### config.mk
export PLATFORM = sky130hd
export DESIGN_NAME = two_wire_interface
export DESIGN_NICKNAME = d
export VERILOG_FILES = /design/src/verilog/two_wire_pkg.sv /design/src/verilog/two_entry_buffer.sv /design/src/verilog/two_wire_interface.sv
export SDC_FILE = /design/constraint.sdc
export NUM_CORES = 1
export LEC_CHECK = 0
export BUFFER_PORTS_ARGS = -buffer_cell sky130_fd_sc_hd__buf_2
export CAP_MARGIN = 20
export CORE_MARGIN = 4
export CORE_UTILIZATION = 50
export CTS_CLUSTER_DIAMETER = 120
export DETAILED_ROUTE_END_ITERATION = 6
export HOLD_SLACK_MARGIN = 0.02
export PLACE_DENSITY_LB_ADDON = 0.2
export SLEW_MARGIN = 5
export SYNTH_ARGS = -nofsm -noshare
export SYNTH_HDL_FRONTEND = slang
export SYNTH_SLANG_ARGS = --single-unit
### constraint.sdc
create_clock -name clk_sys_i -period 2.8 [get_ports clk_sys_i]
set_input_delay 0.56 -clock clk_sys_i [delete_from_list [all_inputs] [get_ports clk_sys_i]]
set_output_delay 0.56 -clock clk_sys_i [all_outputs]
set_load 0.005 [all_outputs]
### src/verilog/two_wire_pkg.sv
package two_wire_pkg;

	// ***********************************************
	// Bus timing
	// ***********************************************
	localparam int CLK_HZ = 40000000;
	localparam int BUS_HZ = 400000;
	localparam int QTR_CYC = CLK_HZ / (BUS_HZ * 4);
	localparam logic [7:0] QTR_LOAD = 8'(QTR_CYC - 1);

	// ***********************************************
	// Packet framing
	// ***********************************************
	localparam logic [3:0] CNT_ACK = 4'h8;
	localparam logic [3:0] CNT_END = 4'h9;
	localparam logic [6:0] GC_ADDR = 7'h00;
	localparam logic [3:0] RSV_HI = 4'hf;
	localparam int BUF_W = 9;

	// ***********************************************
	// Commands, phases and states
	// ***********************************************
	typedef enum logic [1:0] {
		CMD_START = 2'b00,
		CMD_WRITE = 2'b01,
		CMD_READ = 2'b10,
		CMD_STOP = 2'b11
	} cmd_type;

	typedef enum logic [2:0] {
		P_LOW = 3'b000,
		P_DATA = 3'b001,
		P_REL = 3'b010,
		P_WAIT = 3'b011,
		P_HIGH = 3'b100
	} phase_type;

	typedef enum logic [1:0] {
		MS_IDLE = 2'b00,
		MS_START = 2'b01,
		MS_BITS = 2'b10,
		MS_STOP = 2'b11
	} mst_type;

	typedef enum logic [1:0] {
		SL_IDLE = 2'b00,
		SL_ADDR = 2'b01,
		SL_RX = 2'b10,
		SL_TX = 2'b11
	} slv_type;

endpackage

### src/verilog/two_entry_buffer.sv
`timescale 1ns/100ps
`default_nettype none
module two_entry_buffer #(
	parameter int W = 9
) (
	input wire logic clk_sys_i,
	input wire logic resetn_i,
	input wire logic in_valid_i,
	input wire logic [W-1:0] in_data_i,
	output logic in_ready_o,
	output logic out_valid_o,
	output logic [W-1:0] out_data_o,
	input wire logic out_ready_i
);
	logic skid_valid_reg;
	logic [W-1:0] skid_data_reg;

	// Full when the skid entry holds a word
	assign in_ready_o = !skid_valid_reg;

	// Output stage refills from skid first, else from input
	always_ff @(posedge clk_sys_i) begin
		if (!resetn_i) begin
			out_valid_o <= 1'b0;
			out_data_o <= '0;
		end else if (out_ready_i || !out_valid_o) begin
			if (skid_valid_reg) begin
				out_valid_o <= 1'b1;
				out_data_o <= skid_data_reg;
			end else begin
				out_valid_o <= in_valid_i;
				out_data_o <= in_data_i;
			end
		end
	end

	// Skid entry catches a word while the output stalls
	always_ff @(posedge clk_sys_i) begin
		if (!resetn_i) begin
			skid_valid_reg <= 1'b0;
			skid_data_reg <= '0;
		end else if (out_ready_i || !out_valid_o) begin
			skid_valid_reg <= 1'b0;
		end else if (in_valid_i && !skid_valid_reg) begin
			skid_valid_reg <= 1'b1;
			skid_data_reg <= in_data_i;
		end
	end
endmodule
`default_nettype wire

### src/verilog/two_wire_interface.sv
// Contract
// RULE1: Interface idles while the power gate input is high.
// RULE2: Lines are only pulled low or released, never driven high.
// RULE3: One clock pulse per bit; data changes only with clock low.
// RULE4: Start and stop are data edges while clock is high.
// RULE5: Start is data falling with clock high; stop is data rising.
// RULE6: Bus is busy from start to stop; no new master start then.
// RULE7: Start before stop is a repeated start; bus stays busy.
// RULE8: Address packet: seven bits MSB first, direction bit, acknowledge.
// RULE9: Direction one means read, zero means write.
// RULE10: Addressed slave pulls data low in ninth cycle, else releases.
// RULE11: After address not acknowledged, master sends stop or repeated start.
// RULE12: All-zero address is general call; enabled slaves ack writes.
// RULE13: Masters never send general call with read direction.
// RULE14: Addresses with upper four bits all ones are reserved.
// RULE15: Data packet: eight bits MSB first, then acknowledge.
// RULE16: Master makes clock, start, stop; receiver acks in ninth cycle.
// RULE17: Receiver returns not-acknowledge after its final byte.
// RULE18: Transfer is start, address, data packets, stop; never empty.
// RULE19: Slave may stretch clock low; master waits, sets high time.
// RULE20: Master times clock high only after seeing the line high.
// RULE21: Bus rates up to 400 kHz are supported.
// RULE22: Own address match raises a wake pulse for the processor.
`timescale 1ns/100ps
`default_nettype none
module two_wire_interface
	import two_wire_pkg::*;
(
	input wire logic clk_sys_i,
	input wire logic resetn_i,
	input wire logic serial_bus_power_gate_i,
	input wire logic scl_i,
	output logic scl_o,
	output logic scl_oe_o,
	input wire logic sda_i,
	output logic sda_o,
	output logic sda_oe_o,
	input wire logic cmd_valid_i,
	input wire logic [1:0] cmd_i,
	input wire logic [7:0] cmd_data_i,
	input wire logic cmd_ack_i,
	output logic cmd_ready_o,
	output logic wr_nack_o,
	input wire logic [6:0] own_addr_i,
	input wire logic gc_enable_i,
	input wire logic slave_ack_en_i,
	input wire logic slave_tx_valid_i,
	input wire logic [7:0] slave_tx_data_i,
	output logic slave_tx_taken_o,
	output logic slave_read_o,
	output logic rx_valid_o,
	output logic [7:0] rx_data_o,
	output logic rx_from_slave_o,
	input wire logic rx_ready_i,
	output logic addr_match_o,
	output logic bus_busy_o
);
	// ***********************************************
	// Declarations
	// ***********************************************
	logic run;
	logic scl_m_reg, scl_s, sda_m_reg, sda_s, scl_d_reg, sda_d_reg;
	logic scl_rise, scl_fall, start_det, stop_det;
	logic [7:0] qcnt_reg;
	logic tick_reg;
	mst_type m_state;
	phase_type m_ph;
	logic [3:0] m_cnt;
	logic [7:0] m_sh;
	logic m_rd, m_ack, m_scl_reg, m_sda_reg, m_push_reg;
	slv_type s_state;
	logic [3:0] s_cnt;
	logic [7:0] s_sh;
	logic s_rw, s_scl_reg, s_sda_reg, s_push_reg, s_wait_reg;
	logic buf_ready;
	logic push_valid;
	logic [BUF_W-1:0] push_data;
	logic [BUF_W-1:0] buf_out;

	// Address hit on own address or enabled general call write
	function automatic logic addr_hit(input logic [7:0] b,
		input logic [6:0] own, input logic gce);
		logic own_ok;
		own_ok = own[6:3] != RSV_HI; // RULE14
		addr_hit = (b[7:1] == own && own_ok) ||
			(b[7:1] == GC_ADDR && gce && !b[0]); // RULE12
	endfunction

	assign run = !serial_bus_power_gate_i; // RULE1
	// Pin drivers only ever pull low
	assign scl_o = 1'b0; // RULE2
	assign sda_o = 1'b0; // RULE2

	// ***********************************************
	// Pin synchronisers and condition detection
	// ***********************************************
	// Two flip-flops per line, then one delay for edges
	always_ff @(posedge clk_sys_i) begin
		if (!resetn_i) begin
			scl_m_reg <= 1'b1;
			scl_s <= 1'b1;
			scl_d_reg <= 1'b1;
			sda_m_reg <= 1'b1;
			sda_s <= 1'b1;
			sda_d_reg <= 1'b1;
		end else begin
			scl_m_reg <= scl_i;
			scl_s <= scl_m_reg;
			scl_d_reg <= scl_s;
			sda_m_reg <= sda_i;
			sda_s <= sda_m_reg;
			sda_d_reg <= sda_s;
		end
	end

	assign scl_rise = scl_s && !scl_d_reg;
	assign scl_fall = !scl_s && scl_d_reg;
	// Data edges while clock stays high
	assign start_det = scl_s && scl_d_reg && !sda_s && sda_d_reg; // RULE5
	assign stop_det = scl_s && scl_d_reg && sda_s && !sda_d_reg; // RULE5

	// Busy from any start, repeated or not, until stop
	always_ff @(posedge clk_sys_i) begin
		if (!resetn_i || !run) begin
			bus_busy_o <= 1'b0;
		end else if (stop_det) begin
			bus_busy_o <= 1'b0;
		end else if (start_det) begin
			bus_busy_o <= 1'b1; // RULE6 RULE7
		end
	end

	// ***********************************************
	// Quarter bit divider
	// ***********************************************
	// Restarts when the clock line is seen high to time the high phase
	always_ff @(posedge clk_sys_i) begin
		if (!resetn_i || !run) begin
			qcnt_reg <= QTR_LOAD;
			tick_reg <= 1'b0;
		end else if (m_ph == P_WAIT || qcnt_reg == 8'h00) begin
			qcnt_reg <= QTR_LOAD; // RULE20 RULE21
			tick_reg <= m_ph != P_WAIT;
		end else begin
			qcnt_reg <= qcnt_reg - 8'h01;
			tick_reg <= 1'b0;
		end
	end

	// ***********************************************
	// Master sequencer
	// ***********************************************
	always_ff @(posedge clk_sys_i) begin
		if (!resetn_i || !run) begin
			m_state <= MS_IDLE;
			m_ph <= P_LOW;
			m_cnt <= 4'h0;
			m_sh <= 8'h00;
			m_rd <= 1'b0;
			m_ack <= 1'b0;
			m_scl_reg <= 1'b0;
			m_sda_reg <= 1'b0;
			m_push_reg <= 1'b0;
			cmd_ready_o <= 1'b0;
			wr_nack_o <= 1'b0;
		end else begin
			m_push_reg <= 1'b0;
			if (cmd_ready_o && cmd_valid_i) begin
				// Command taken; idle accepts only a fresh start
				cmd_ready_o <= 1'b0;
				m_ph <= P_DATA;
				m_cnt <= 4'h0;
				m_sh <= cmd_data_i;
				m_rd <= cmd_i == CMD_READ;
				m_ack <= cmd_ack_i; // RULE17
				unique case (cmd_type'(cmd_i))
				CMD_START: m_state <= MS_START; // RULE7
				CMD_WRITE, CMD_READ: begin
					if (m_state != MS_IDLE) begin
						m_state <= MS_BITS;
					end
				end
				CMD_STOP: begin
					if (m_state != MS_IDLE) begin
						m_state <= MS_STOP; // RULE11
					end
				end
				endcase
			end else if (m_state == MS_IDLE) begin
				// No start while another master holds the bus
				cmd_ready_o <= !bus_busy_o && !cmd_ready_o; // RULE6
				m_scl_reg <= 1'b0;
				m_sda_reg <= 1'b0;
			end else if (cmd_ready_o) begin
				m_scl_reg <= 1'b1;
			end else if (m_ph == P_WAIT) begin
				// Wait out any stretch by a slave
				if (scl_s) begin
					m_ph <= P_HIGH; // RULE19 RULE20
				end
			end else if (tick_reg) begin
				unique case (m_ph)
				P_LOW: begin
					m_scl_reg <= 1'b1;
					if (m_state == MS_START || m_cnt == CNT_ACK) begin
						cmd_ready_o <= 1'b1;
					end else begin
						m_cnt <= m_cnt + 4'h1;
						m_ph <= P_DATA;
					end
				end
				P_DATA: begin
					// Data moves only while the clock is low
					if (m_state == MS_START) begin
						m_sda_reg <= 1'b0;
						m_ph <= P_REL;
					end else if (m_state == MS_STOP) begin
						m_sda_reg <= 1'b1;
						m_ph <= P_REL;
					end else if (m_cnt != CNT_ACK) begin
						m_sda_reg <= !m_rd && !m_sh[7]; // RULE3 RULE8 RULE15
						m_ph <= P_REL;
					end else if (!m_rd) begin
						m_sda_reg <= 1'b0;
						m_ph <= P_REL;
					end else if (buf_ready) begin
						// Byte handed on before the ack is clocked
						m_sda_reg <= m_ack; // RULE16 RULE17
						m_push_reg <= 1'b1;
						m_ph <= P_REL;
					end
				end
				P_REL: begin
					m_scl_reg <= 1'b0;
					m_ph <= P_WAIT;
				end
				default: begin
					// Mid high: form conditions or sample
					m_ph <= P_LOW;
					if (m_state == MS_START) begin
						m_sda_reg <= 1'b1; // RULE4 RULE5
					end else if (m_state == MS_STOP) begin
						m_sda_reg <= 1'b0; // RULE4 RULE5
						m_state <= MS_IDLE;
					end else if (m_cnt != CNT_ACK) begin
						m_sh <= {m_sh[6:0], sda_s};
					end else if (!m_rd) begin
						wr_nack_o <= sda_s; // RULE16
					end
				end
				endcase
			end
		end
	end

	// ***********************************************
	// Slave framing
	// ***********************************************
	always_ff @(posedge clk_sys_i) begin
		if (!resetn_i || !run) begin
			s_state <= SL_IDLE;
			s_cnt <= 4'h0;
			s_sh <= 8'h00;
			s_rw <= 1'b0;
			s_scl_reg <= 1'b0;
			s_sda_reg <= 1'b0;
			s_push_reg <= 1'b0;
			s_wait_reg <= 1'b0;
			addr_match_o <= 1'b0;
			slave_tx_taken_o <= 1'b0;
		end else begin
			s_push_reg <= 1'b0;
			addr_match_o <= 1'b0;
			slave_tx_taken_o <= 1'b0;
			if (m_state != MS_IDLE || stop_det) begin
				s_state <= SL_IDLE;
				s_scl_reg <= 1'b0;
				s_sda_reg <= 1'b0;
				s_wait_reg <= 1'b0;
			end else if (start_det) begin
				s_state <= SL_ADDR; // RULE7
				s_cnt <= 4'h0;
				s_sda_reg <= 1'b0;
				s_scl_reg <= 1'b0;
				s_wait_reg <= 1'b0;
			end else if (s_wait_reg) begin
				// Clock held low until the user side can go on
				if (s_state == SL_RX && buf_ready) begin
					s_push_reg <= 1'b1;
					s_sda_reg <= slave_ack_en_i; // RULE16 RULE17
					s_scl_reg <= 1'b0;
					s_wait_reg <= 1'b0;
				end else if (s_state == SL_TX && slave_tx_valid_i) begin
					s_sh <= slave_tx_data_i;
					s_sda_reg <= !slave_tx_data_i[7];
					slave_tx_taken_o <= 1'b1;
					s_scl_reg <= 1'b0;
					s_wait_reg <= 1'b0;
				end
			end else if (s_state != SL_IDLE && scl_rise) begin
				if (s_cnt == CNT_ACK) begin
					s_cnt <= CNT_END;
					if (s_state == SL_TX && sda_s) begin
						s_state <= SL_IDLE; // RULE17
					end
				end else begin
					s_cnt <= s_cnt + 4'h1;
					if (s_state == SL_TX) begin
						s_sh <= {s_sh[6:0], 1'b0};
					end else begin
						s_sh <= {s_sh[6:0], sda_s}; // RULE8 RULE15
					end
				end
			end else if (s_state != SL_IDLE && scl_fall) begin
				if (s_cnt == CNT_ACK) begin
					unique case (s_state)
					SL_ADDR: begin
						if (addr_hit(s_sh, own_addr_i, gc_enable_i)) begin
							s_sda_reg <= slave_ack_en_i; // RULE10 RULE12
							addr_match_o <= 1'b1; // RULE22
							s_rw <= s_sh[0]; // RULE9
						end else begin
							s_state <= SL_IDLE; // RULE10
						end
					end
					SL_RX: begin
						s_scl_reg <= 1'b1; // RULE19
						s_wait_reg <= 1'b1;
					end
					default: s_sda_reg <= 1'b0;
					endcase
				end else if (s_cnt == CNT_END) begin
					s_cnt <= 4'h0;
					s_sda_reg <= 1'b0;
					if (s_state == SL_ADDR && !s_sda_reg) begin
						s_state <= SL_IDLE;
					end else if (s_state == SL_ADDR && !s_rw) begin
						s_state <= SL_RX;
					end else if (s_state != SL_RX) begin
						s_state <= SL_TX;
						s_scl_reg <= 1'b1; // RULE19
						s_wait_reg <= 1'b1;
					end
				end else if (s_state == SL_TX && s_cnt != 4'h0) begin
					s_sda_reg <= !s_sh[7]; // RULE3
				end
			end
		end
	end

	assign slave_read_o = s_rw;

	// ***********************************************
	// Pin drive and receive buffer
	// ***********************************************
	// Wired-AND of master and slave pull-downs
	always_ff @(posedge clk_sys_i) begin
		if (!resetn_i || !run) begin
			scl_oe_o <= 1'b0; // RULE1
			sda_oe_o <= 1'b0;
		end else begin
			scl_oe_o <= m_scl_reg || s_scl_reg; // RULE2
			sda_oe_o <= m_sda_reg || s_sda_reg; // RULE2
		end
	end

	assign push_valid = m_push_reg || s_push_reg;
	assign push_data = {s_push_reg, m_push_reg ? m_sh : s_sh};

	two_entry_buffer #(.W(BUF_W)) rx_buf (
		.clk_sys_i(clk_sys_i),
		.resetn_i(resetn_i),
		.in_valid_i(push_valid),
		.in_data_i(push_data),
		.in_ready_o(buf_ready),
		.out_valid_o(rx_valid_o),
		.out_data_o(buf_out),
		.out_ready_i(rx_ready_i)
	);

	assign rx_data_o = buf_out[7:0];
	assign rx_from_slave_o = buf_out[8];
endmodule
`default_nettype wire

==> impl_results.md, run 1 <==
* Residual DRC at 0
* GR Overflow Total at 0
* Synth area leaders: dfxtp_1 (40%), nand2_1 (6.8%), mux2i_1 (5.8%)
* Vias per inst at 5.50
* Worst skew pair latency at 0.36 ns
* Final setup vio count at 0
* Row cnt at 32
* Max incr delay on CP at 0.53 ns
* Worst slew pin tran at 0.801 ns
* Crit start category: flop
* Crit end category: flop
* Final std cells w/o fill at 644
* Area after DPL at 4430 sq um
* Seq cells post-synth at 83
* # fillers at 747
* WP data required at 3.09 ns
* First-pass DRT Iterations at 4
* Register Area at 1660 sq um
* Hold crit path type: in2reg
* Final ANT Viol Nets at 0
* Clock sink total at 83
* Vias at 3544
* Clock transition at path regs at 0.09 ns
* Clock buffer count from CTS at 9
* Skew final at 0.00994 ns
* Initial antenna violation count at 0
* Max-slew violations at 0
* Post-synthesis instance area at 4110 sq um
* Port Buf Inserts at 53
* Die X-Extent at 98.7 microns
* Tot Pwr at 2.32 mW
* P_int at 1.76 mW
* RSZ-0062 raised after global routing: false
* Psw at 0.554 mW
* Post-synth top area cell: dfxtp_1
* Nets at 582
* Clock network power share at 42.9%
* Post-CTS resize count at 0
* Area Overhead vs Synth at 13.4%
* Cts hold-fix bufs at 0
* Post-synth ARST share at 0%
* Setup tns final at 0 ns
* Seq pwr share at 52.0%
* Syn avg cell area at 8.37 sq um
* Crit path DAT at 2.83 ns
* Starting DRC count in detailed routing at 168
* Crit Path Category: reg2reg
* Sequential area share after synthesis at 40.4%
* Initial core utilization at 52.4%
* Max Freq at 393 MHz
* Power per cell area at 497 nW/um^2
* Critical path's slowest cell: or4_1
* Dpl cells at 628
* Post-CTS Setup Bufs at 0
* Hold violation count in the final report at 0
* Outcome: complete, no violations
* Tmin final at 2.54 ns
* Combinational share of power at 5.2%
* Level count of the clock H-tree at 3
* Most frequent cell after synthesis: dfxtp_1
* DP HPWL at 6.84 mm
* Post-synth top area share at 40.4%
* EDFF count, synth at 0
* Tcrit/Tclk final at 90.8%
* Syn Inst Count at 491
* First-pass GRT wire length at 15.6 mm
* Hold Crit Depth at 2
* Clk buf depth at 2
* P_leak at 1.85 nW
* Largest fanout on the critical path at 7
* Multi-input logic area at 2260 sq um
* Switching share of power at 23.9%
* Ys Warns at 0
* Synth cell count leaders: dfxtp_1 (83), nand2_1 (74), nor2_1 (53)
* DIE AREA at 9740 sq um
* DR WL/cell at 14.4 microns
* Total GRT Usage at 19.5%
* CTS Root Cell: clkbuf_8
* # IOs at 56
* GP Congestion at 0.879
* Design area at 4660 sq um
* Pin count of the biggest net entering global routing at 27
* Final wirelength at 9.25 mm
* Main flop type after synthesis: dfxtp_1
* CTS tree: built
* Max-slew headroom at 46.5%
* Core area at 7850 sq um
* Proportion of layout cells with a drive suffix above 1 at 16.4%
* Die height at 98.7 microns
* Vias in the first global route at 3350
* VDD IR-drop max at 0.300 mV
* Max_cap viols at 0
* Number of diodes at 0
* Cell variety after synth at 59
* Crit path cell chain: inv_1 -> ha_1 -> nor4bb_1 -> or3b_1 -> a21oi_2 -> o21ai_2 -> or4_1 -> a21oi_1
* Cells on worst reg2reg path at 8
-- routing by layer --
metal	vias up	share of wire [%]	global-route usage [%]
met4	0	2.4	8.61
met2	98	46	31.5
li1	1802	-	-
met3	17	5.6	4.10
met5	-	0	0
met1	1627	46	25.0
-- critical path: cells and delay by family, from the launching register on --
| family | cells | cell delay (ns) |
|---|---|---|
| fa+ha+maj | 1 | 0.27 |
| buf+inv | 1 | 0.07 |
| compound gates | 3 | 0.42 |
| flops | 1 | 0.43 |
| simple gates | 3 | 1.30 |
-- placed cells by master (no fill, tap or decap), types with 3 or more instances in the layout --
master,count
mux2i_1,24
nor3_1,6
nor2b_1,4
dfxtp_1,83
a21boi_0,8
clkbuf_8,9
xor2_1,5
o211a_1,9
a21oi_1,26
a211oi_1,4
nor3b_1,4
o21ai_0,19
buf_2,53
inv_1,17
a22oi_1,6
o221ai_1,4
nand3_1,15
ha_1,9
nand2_1,74
nand3b_1,4
nand2b_1,11
nand4b_1,3
and2_1,6
buf_4,7
nor2_1,53
xnor2_1,12
or3_1,5
nand4_1,9
a31oi_1,4
mux2_2,7
-- power by group through the flow --
stage	Sequential, mW	Combinational (mW)	Clock (mW)
finish	1.20	0.120	0.993
global route	1.21	0.135	1.07
CTS	1.20	0.121	1.02
detailed placement	1.23	0.120	0
global placement	1.23	0.119	0
floorplan	1.23	0.0762	0
-- final timing paths --
check,start,endpoint,slack [ns]
worst max-delay path,s_cnt[0],s_cnt[2],0.26
worst min-delay path,scl_i,scl_m_reg,0.38
worst max register to register,s_cnt[0],s_cnt[2],0.26
worst min register to register,scl_m_reg,scl_s,0.42
-- cell families after synthesis --
family	share of synthesized area (%)
AOI/OAI and AO/OA	16.4
xor gates and xnor gates	3.62
adders and majority gates	2.74
buffers and inverters	4.66
DFF	40.4
muxes	7.76
other	0.0912
and+or+nand+nor	24.3
-- per-stage QoR --
step / utilization [%] / hold WS (ns) / setup WS [ns]
floorplan: - / 0.386 / 0.504
CTS: 59.4 / 0.370 / 0.285
detailed placement: 56.5 / 0.397 / 0.299
finish: 59.4 / 0.380 / 0.258
global placement: 56.5 / 0.392 / 0.373
global route: 59.4 / 0.371 / 0.0867
-- final cells by class --
type	count	area share, %
clock buffers	9	2.66
clock inverters	7	2.28
inverters	17	1.37
multi-input cells	366	48.5
flip-flops and latches	83	35.6
well taps	102	2.74
repair buffers	60	6.82
Note: power is estimated with default switching activity, not from simulation.
==> run 2: changes to the inputs <==
--- a/config.mk
+++ b/config.mk
@@ -6,4 +6,5 @@
 export NUM_CORES = 1
 export LEC_CHECK = 0
+export ABC_CLOCK_PERIOD_IN_PS = 2800
 export BUFFER_PORTS_ARGS = -buffer_cell sky130_fd_sc_hd__buf_2
 export CAP_MARGIN = 20
@@ -14,4 +15,5 @@
 export HOLD_SLACK_MARGIN = 0.02
 export PLACE_DENSITY_LB_ADDON = 0.2
+export REMOVE_ABC_BUFFERS = 1
 export SLEW_MARGIN = 5
 export SYNTH_ARGS = -nofsm -noshare
==> constraint.sdc (replaced) <==
create_clock -name clk_sys_i -period 2.8 [get_ports clk_sys_i]
set_input_delay 0.14 -clock clk_sys_i [delete_from_list [all_inputs] [get_ports clk_sys_i]]
set_output_delay 0.14 -clock clk_sys_i [all_outputs]
set_load 0.005 [all_outputs]
==> impl_results.md, run 2 (synthesis gave the netlist of run 1 again) <==
* Outcome: complete, no violations
* Initial core utilization at 52.4%
* Design area at 4670 sq um
* Clock buffer count from CTS at 9
* Proportion of layout cells with a drive suffix above 1 at 16.0%
* CTS tree: built
* Max Freq at 387 MHz
* Cells on worst reg2reg path at 8
* Multi-input logic area at 2260 sq um
* Hold crit path type: in2reg
* Post-CTS Setup Bufs at 0
* Tcrit/Tclk final at 92.2%
* P_leak at 1.85 nW
* Vias at 3668
* VDD IR-drop max at 0.398 mV
* Post-CTS resize count at 0
* Port Buf Inserts at 53
* GR Overflow Total at 0
* Clock sink total at 83
* Nets at 585
* Clock transition at path regs at 0.08 ns
* WP depth at 8
* Power per cell area at 482 nW/um^2
* Hold violation count in the final report at 0
* Crit Path Category: reg2reg
* Max-slew headroom at 51.3%
* Worst skew pair latency at 0.35 ns
* Reg2Reg Setup Slack at 0.22 ns
* First-pass GRT wire length at 16.0 mm
* Max-slew violations at 0
* Die height at 98.7 microns
* # IOs at 56
* CTS Root Cell: clkbuf_8
* Register Area at 1660 sq um
* Cts hold-fix bufs at 3
* Critical path's slowest cell: or4_1
* Commonest non-fill, non-tap cells in the layout: dfxtp_1 (83), nand2_1 (74), nor2_1 (53), buf_2 (53), a21oi_1 (26)
* Worst slew pin tran at 0.730 ns
* Clk buf depth at 2
* Setup tns final at 0 ns
* Starting DRC count in detailed routing at 157
* DP HPWL at 7.29 mm
* # fillers at 745
* Final ANT Viol Nets at 0
* Most common cell after layout, fill and taps aside: dfxtp_1
* Initial antenna violation count at 0
* Largest fanout on the critical path at 7
* GP Congestion at 0.918
* Crit start category: flop
* Crit end category: flop
* Number of diodes at 0
* Delay-heaviest family, CP: simple AND/OR/NAND/NOR gates
* Level count of the clock H-tree at 3
* Final wirelength at 9.77 mm
* Buf+Inv Stages, Crit Path at 1
* RSZ-0062 raised after global routing: false
* Hold Crit Depth at 3
* Final setup vio count at 0
* Area after DPL at 4430 sq um
* Utilization after layout at 59.5%
* Crit path DAT at 2.86 ns
* DR WL/cell at 15.1 microns
* Vias per inst at 5.68
* Total GRT Usage at 19.9%
* Die X-Extent at 98.7 microns
* Pin count of the biggest net entering global routing at 29
* WP data required at 3.08 ns
* Residual DRC at 0
* Max incr delay on CP at 0.54 ns
* DIE AREA at 9740 sq um
* Skew final at 0.0110 ns
* Area Overhead vs Synth at 13.6%
* Row cnt at 32
* Max_cap viols at 0
* Core area at 7850 sq um
* Tmin final at 2.58 ns
* Crit path cell chain: inv_1 -> ha_1 -> nor4bb_1 -> or3b_1 -> a21oi_2 -> o21ai_2 -> or4_1 -> a21oi_1
* Vias in the first global route at 3401
* First-pass DRT Iterations at 5
-- run 2: cell count changes in the layout (fill, tap and decap cells not counted), sizes merged --
cell | before | now
dlygate4sd3 | 0 | 3
inv | 20 | 17
clkbuf | 9 | 10
clkinv | 2 | 3
-- run 2: worst reg2reg max path: stages, from the launching register on --
cell and delay [ns]:
dfxtp_1 0.43, inv_1 0.07, ha_1 0.27, nor4bb_1 0.38, or3b_1 0.40, a21oi_2 0.16
o21ai_2 0.12, or4_1 0.54, a21oi_1 0.15
-- run 2: layout make-up --
cell class,count,share of cell area [%]
inverters,17,1.37
flip-flops and latches,83,35.6
clock inverters,5,1.69
repair buffers,63,7.45
multi-input cells,366,48.4
clock buffers,10,2.73
well taps,102,2.73
-- run 2: per-layer routing --
layer	global-route usage (%)	routed length [microns]	vias up
met2	34.2	4690	119
li1	-	-	1813
met4	5.15	109	0
met1	25.4	4410	1720
met3	4.32	563	16
met5	0	0	-
-- run 2: metrics by stage --
stage	setup slack [ns]	power, mW	hold WS [ns]	cells
2_1_floorplan	0.485	1.29	0.213	466
3_3_place_gp	0.375	1.35	0.322	628
3_5_place_dp	0.260	1.35	0.324	628
4_1_cts	0.250	2.27	0.0310	646
5_1_grt	0.0730	2.33	0.0384	646
6_report	0.218	2.25	0.0534	646
-- run 2: worst paths after layout --
check	start	to
max	s_cnt[0]	s_cnt[2]
min	slave_tx_valid_i	slave_tx_taken_o
max reg2reg	s_cnt[0]	s_cnt[2]
min reg2reg	scl_m_reg	scl_s
-- run 2: report_power, final --
part | switching (mW) | internal (mW) | total [mW]
logic | 0.0698 | 0.0558 | 0.126
registers | 0.0129 | 1.19 | 1.20
clock network | 0.422 | 0.497 | 0.919
==> run 3: changes to the inputs <==
- ABC_CLOCK_PERIOD_IN_PS: 2800 -> 2290
- CELL_PAD_IN_SITES_DETAIL_PLACEMENT: not set -> 1
- CELL_PAD_IN_SITES_GLOBAL_PLACEMENT: not set -> 1
- CORE_UTILIZATION: 50 -> 39
- clock period: 2.8 -> 2.29 ns (I/O delays scaled with it)
==> impl_results.md, run 3 (synthesis gave the netlist of run 1 again) <==
* Outcome: complete, no violations
* Final wirelength at 11.5 mm
* Number of diodes at 0
* CTS Root Cell: clkbuf_8
* DP HPWL at 8.68 mm
* Hold violation count in the final report at 0
* WP data required at 2.58 ns
* Final setup margin at 0.141 ns
* Cells on worst reg2reg path at 8
* Tmin final at 2.15 ns
* Max Freq at 465 MHz
* Core area at 10300 sq um
* Clk buf depth at 2
* Hold Crit Depth at 3
* # IOs at 56
* Most common cell after layout, fill and taps aside: dfxtp_1
* VDD IR-drop max at 0.273 mV
* Crit end category: flop
* Design area at 4870 sq um
* Final ANT Viol Nets at 0
* Max-slew violations at 0
* Critical R2R Launch: s_cnt[1]
* GP Congestion at 0.839
* Final setup vio count at 0
* Power per cell area at 543 nW/um^2
* Crit path from: s_cnt[1]
* GR Overflow Total at 0
* Worst slew pin tran at 0.704 ns
* Critical hold path startpoint: cmd_data_i[3]
* Nets at 606
* Switching share of power at 26.4%
* Tcrit/Tclk final at 93.9%
* Port Buf Inserts at 53
* Crit start category: flop
* First-pass DRT Iterations at 4
* Clock network power share at 38.0%
* DR WL/cell at 16.3 microns
* Row cnt at 37
* Vias per inst at 5.26
* CTS tree: built
* Worst skew pair latency at 0.36 ns
* Initial core utilization at 40.0%
* Vias at 3695
* Residual DRC at 0
* Psw at 0.699 mW
* Utilization after layout at 47.4%
* Crit path DAT at 2.44 ns
* P_leak at 1.94 nW
* Clock sink total at 83
* Starting DRC count in detailed routing at 158
* Skew final at 0.0176 ns
* Total GRT Usage at 19.3%
* Area after DPL at 4620 sq um
* Die height at 111 microns
* Reg-to-reg critical path endpoint: s_cnt[2]
* Initial antenna violation count at 0
* Reg2Reg Setup Slack at 0.14 ns
* Clock transition at path regs at 0.10 ns
* Pin count of the biggest net entering global routing at 27
* First-pass GRT wire length at 19.6 mm
* Hold crit path type: in2reg
* P_int at 1.94 mW
* Max_cap viols at 0
* Vias in the first global route at 3945
* Setup tns final at 0 ns
* DIE AREA at 12200 sq um
* Seq pwr share at 55.7%
* Place WS at -0.0635 ns
* Largest fanout on the critical path at 4
* Commonest non-fill, non-tap cells in the layout: dfxtp_1 (81), nand2_1 (74), nor2_1 (53), buf_2 (53)
* Die X-Extent at 111 microns
* Level count of the clock H-tree at 3
* Max-slew headroom at 53.0%
* Proportion of layout cells with a drive suffix above 1 at 20.0%
* Combinational share of power at 6.4%
* Area Overhead vs Synth at 18.4%
* Crit Path Category: reg2reg
* Clock buffer count from CTS at 9
* Worst Hold End: m_sh[3]
==> run 3: critical path, cell delays in order (launching register included) <==
cell and delay, ns:
dfxtp_2 0.33, inv_1 0.08, ha_1 0.18, nor4bb_4 0.30, or3b_1 0.38, a21oi_2 0.14, o21ai_2 0.10, or4_1 0.43
a21oi_1 0.15
==> run 3: cell type report <==
| class | instances | area [sq um] |
|---|---|---|
| repair buffers | 84 | 512 |
| multi-input cells | 366 | 2280 |
| flip-flops and latches | 83 | 1660 |
| fillers | 1290 | 5410 |
| clock inverters | 7 | 56.3 |
| well taps | 136 | 170 |
| inverters | 17 | 63.8 |
| clock buffers | 9 | 124 |
==> run 3: per-layer routing <==
layer | global-route usage (%) | vias to the layer above | part of all wire [%]
met4 | 6.32 | 0 | 1.0
met2 | 32.4 | 52 | 48
met5 | 0 | - | 0
met3 | 3.11 | 8 | 3.0
li1 | - | 1850 | -
met1 | 25.3 | 1785 | 48
==> run 3: per-stage QoR <==
stage | power [mW] | instances | hold slack, ns
global placement | 1.66 | 681 | 0.302
CTS | 2.67 | 702 | 0.0445
finish | 2.64 | 702 | 0.0565
detailed placement | 1.67 | 681 | 0.300
global route | 2.76 | 702 | 0.0464
floorplan | 1.58 | 466 | 0.188
==> run 3: timing repair <==
action | in CTS | in global routing
hold buffers | 4 | 0
buffers inserted | 1 | 0
pin swaps | 2 | 4
endpoints found under the hold margin | 4 | 0
gates cloned | 0 | 0
endpoints found under the setup margin | 3 | 3
resized for setup | 2 | 4
==> run 3: power by group through the flow <==
stage | combinational [mW] | clock (mW) | sequential, mW
floorplan | 0.0771 | 0 | 1.50
global placement | 0.160 | 0 | 1.50
detailed placement | 0.164 | 0 | 1.50
CTS | 0.170 | 1.03 | 1.47
global route | 0.189 | 1.10 | 1.47
finish | 0.168 | 1.00 | 1.47
==> run 3: how the worst max path moves through the flow <==
stage               end  slack [ns]
6_report       s_cnt[2]        0.14
3_5_place_dp   s_cnt[2]       -0.06
5_1_grt         s_sh[7]      -0.005
2_1_floorplan  s_cnt[2]       -0.02
3_3_place_gp   s_cnt[2]        0.04
4_1_cts        s_cnt[3]        0.01
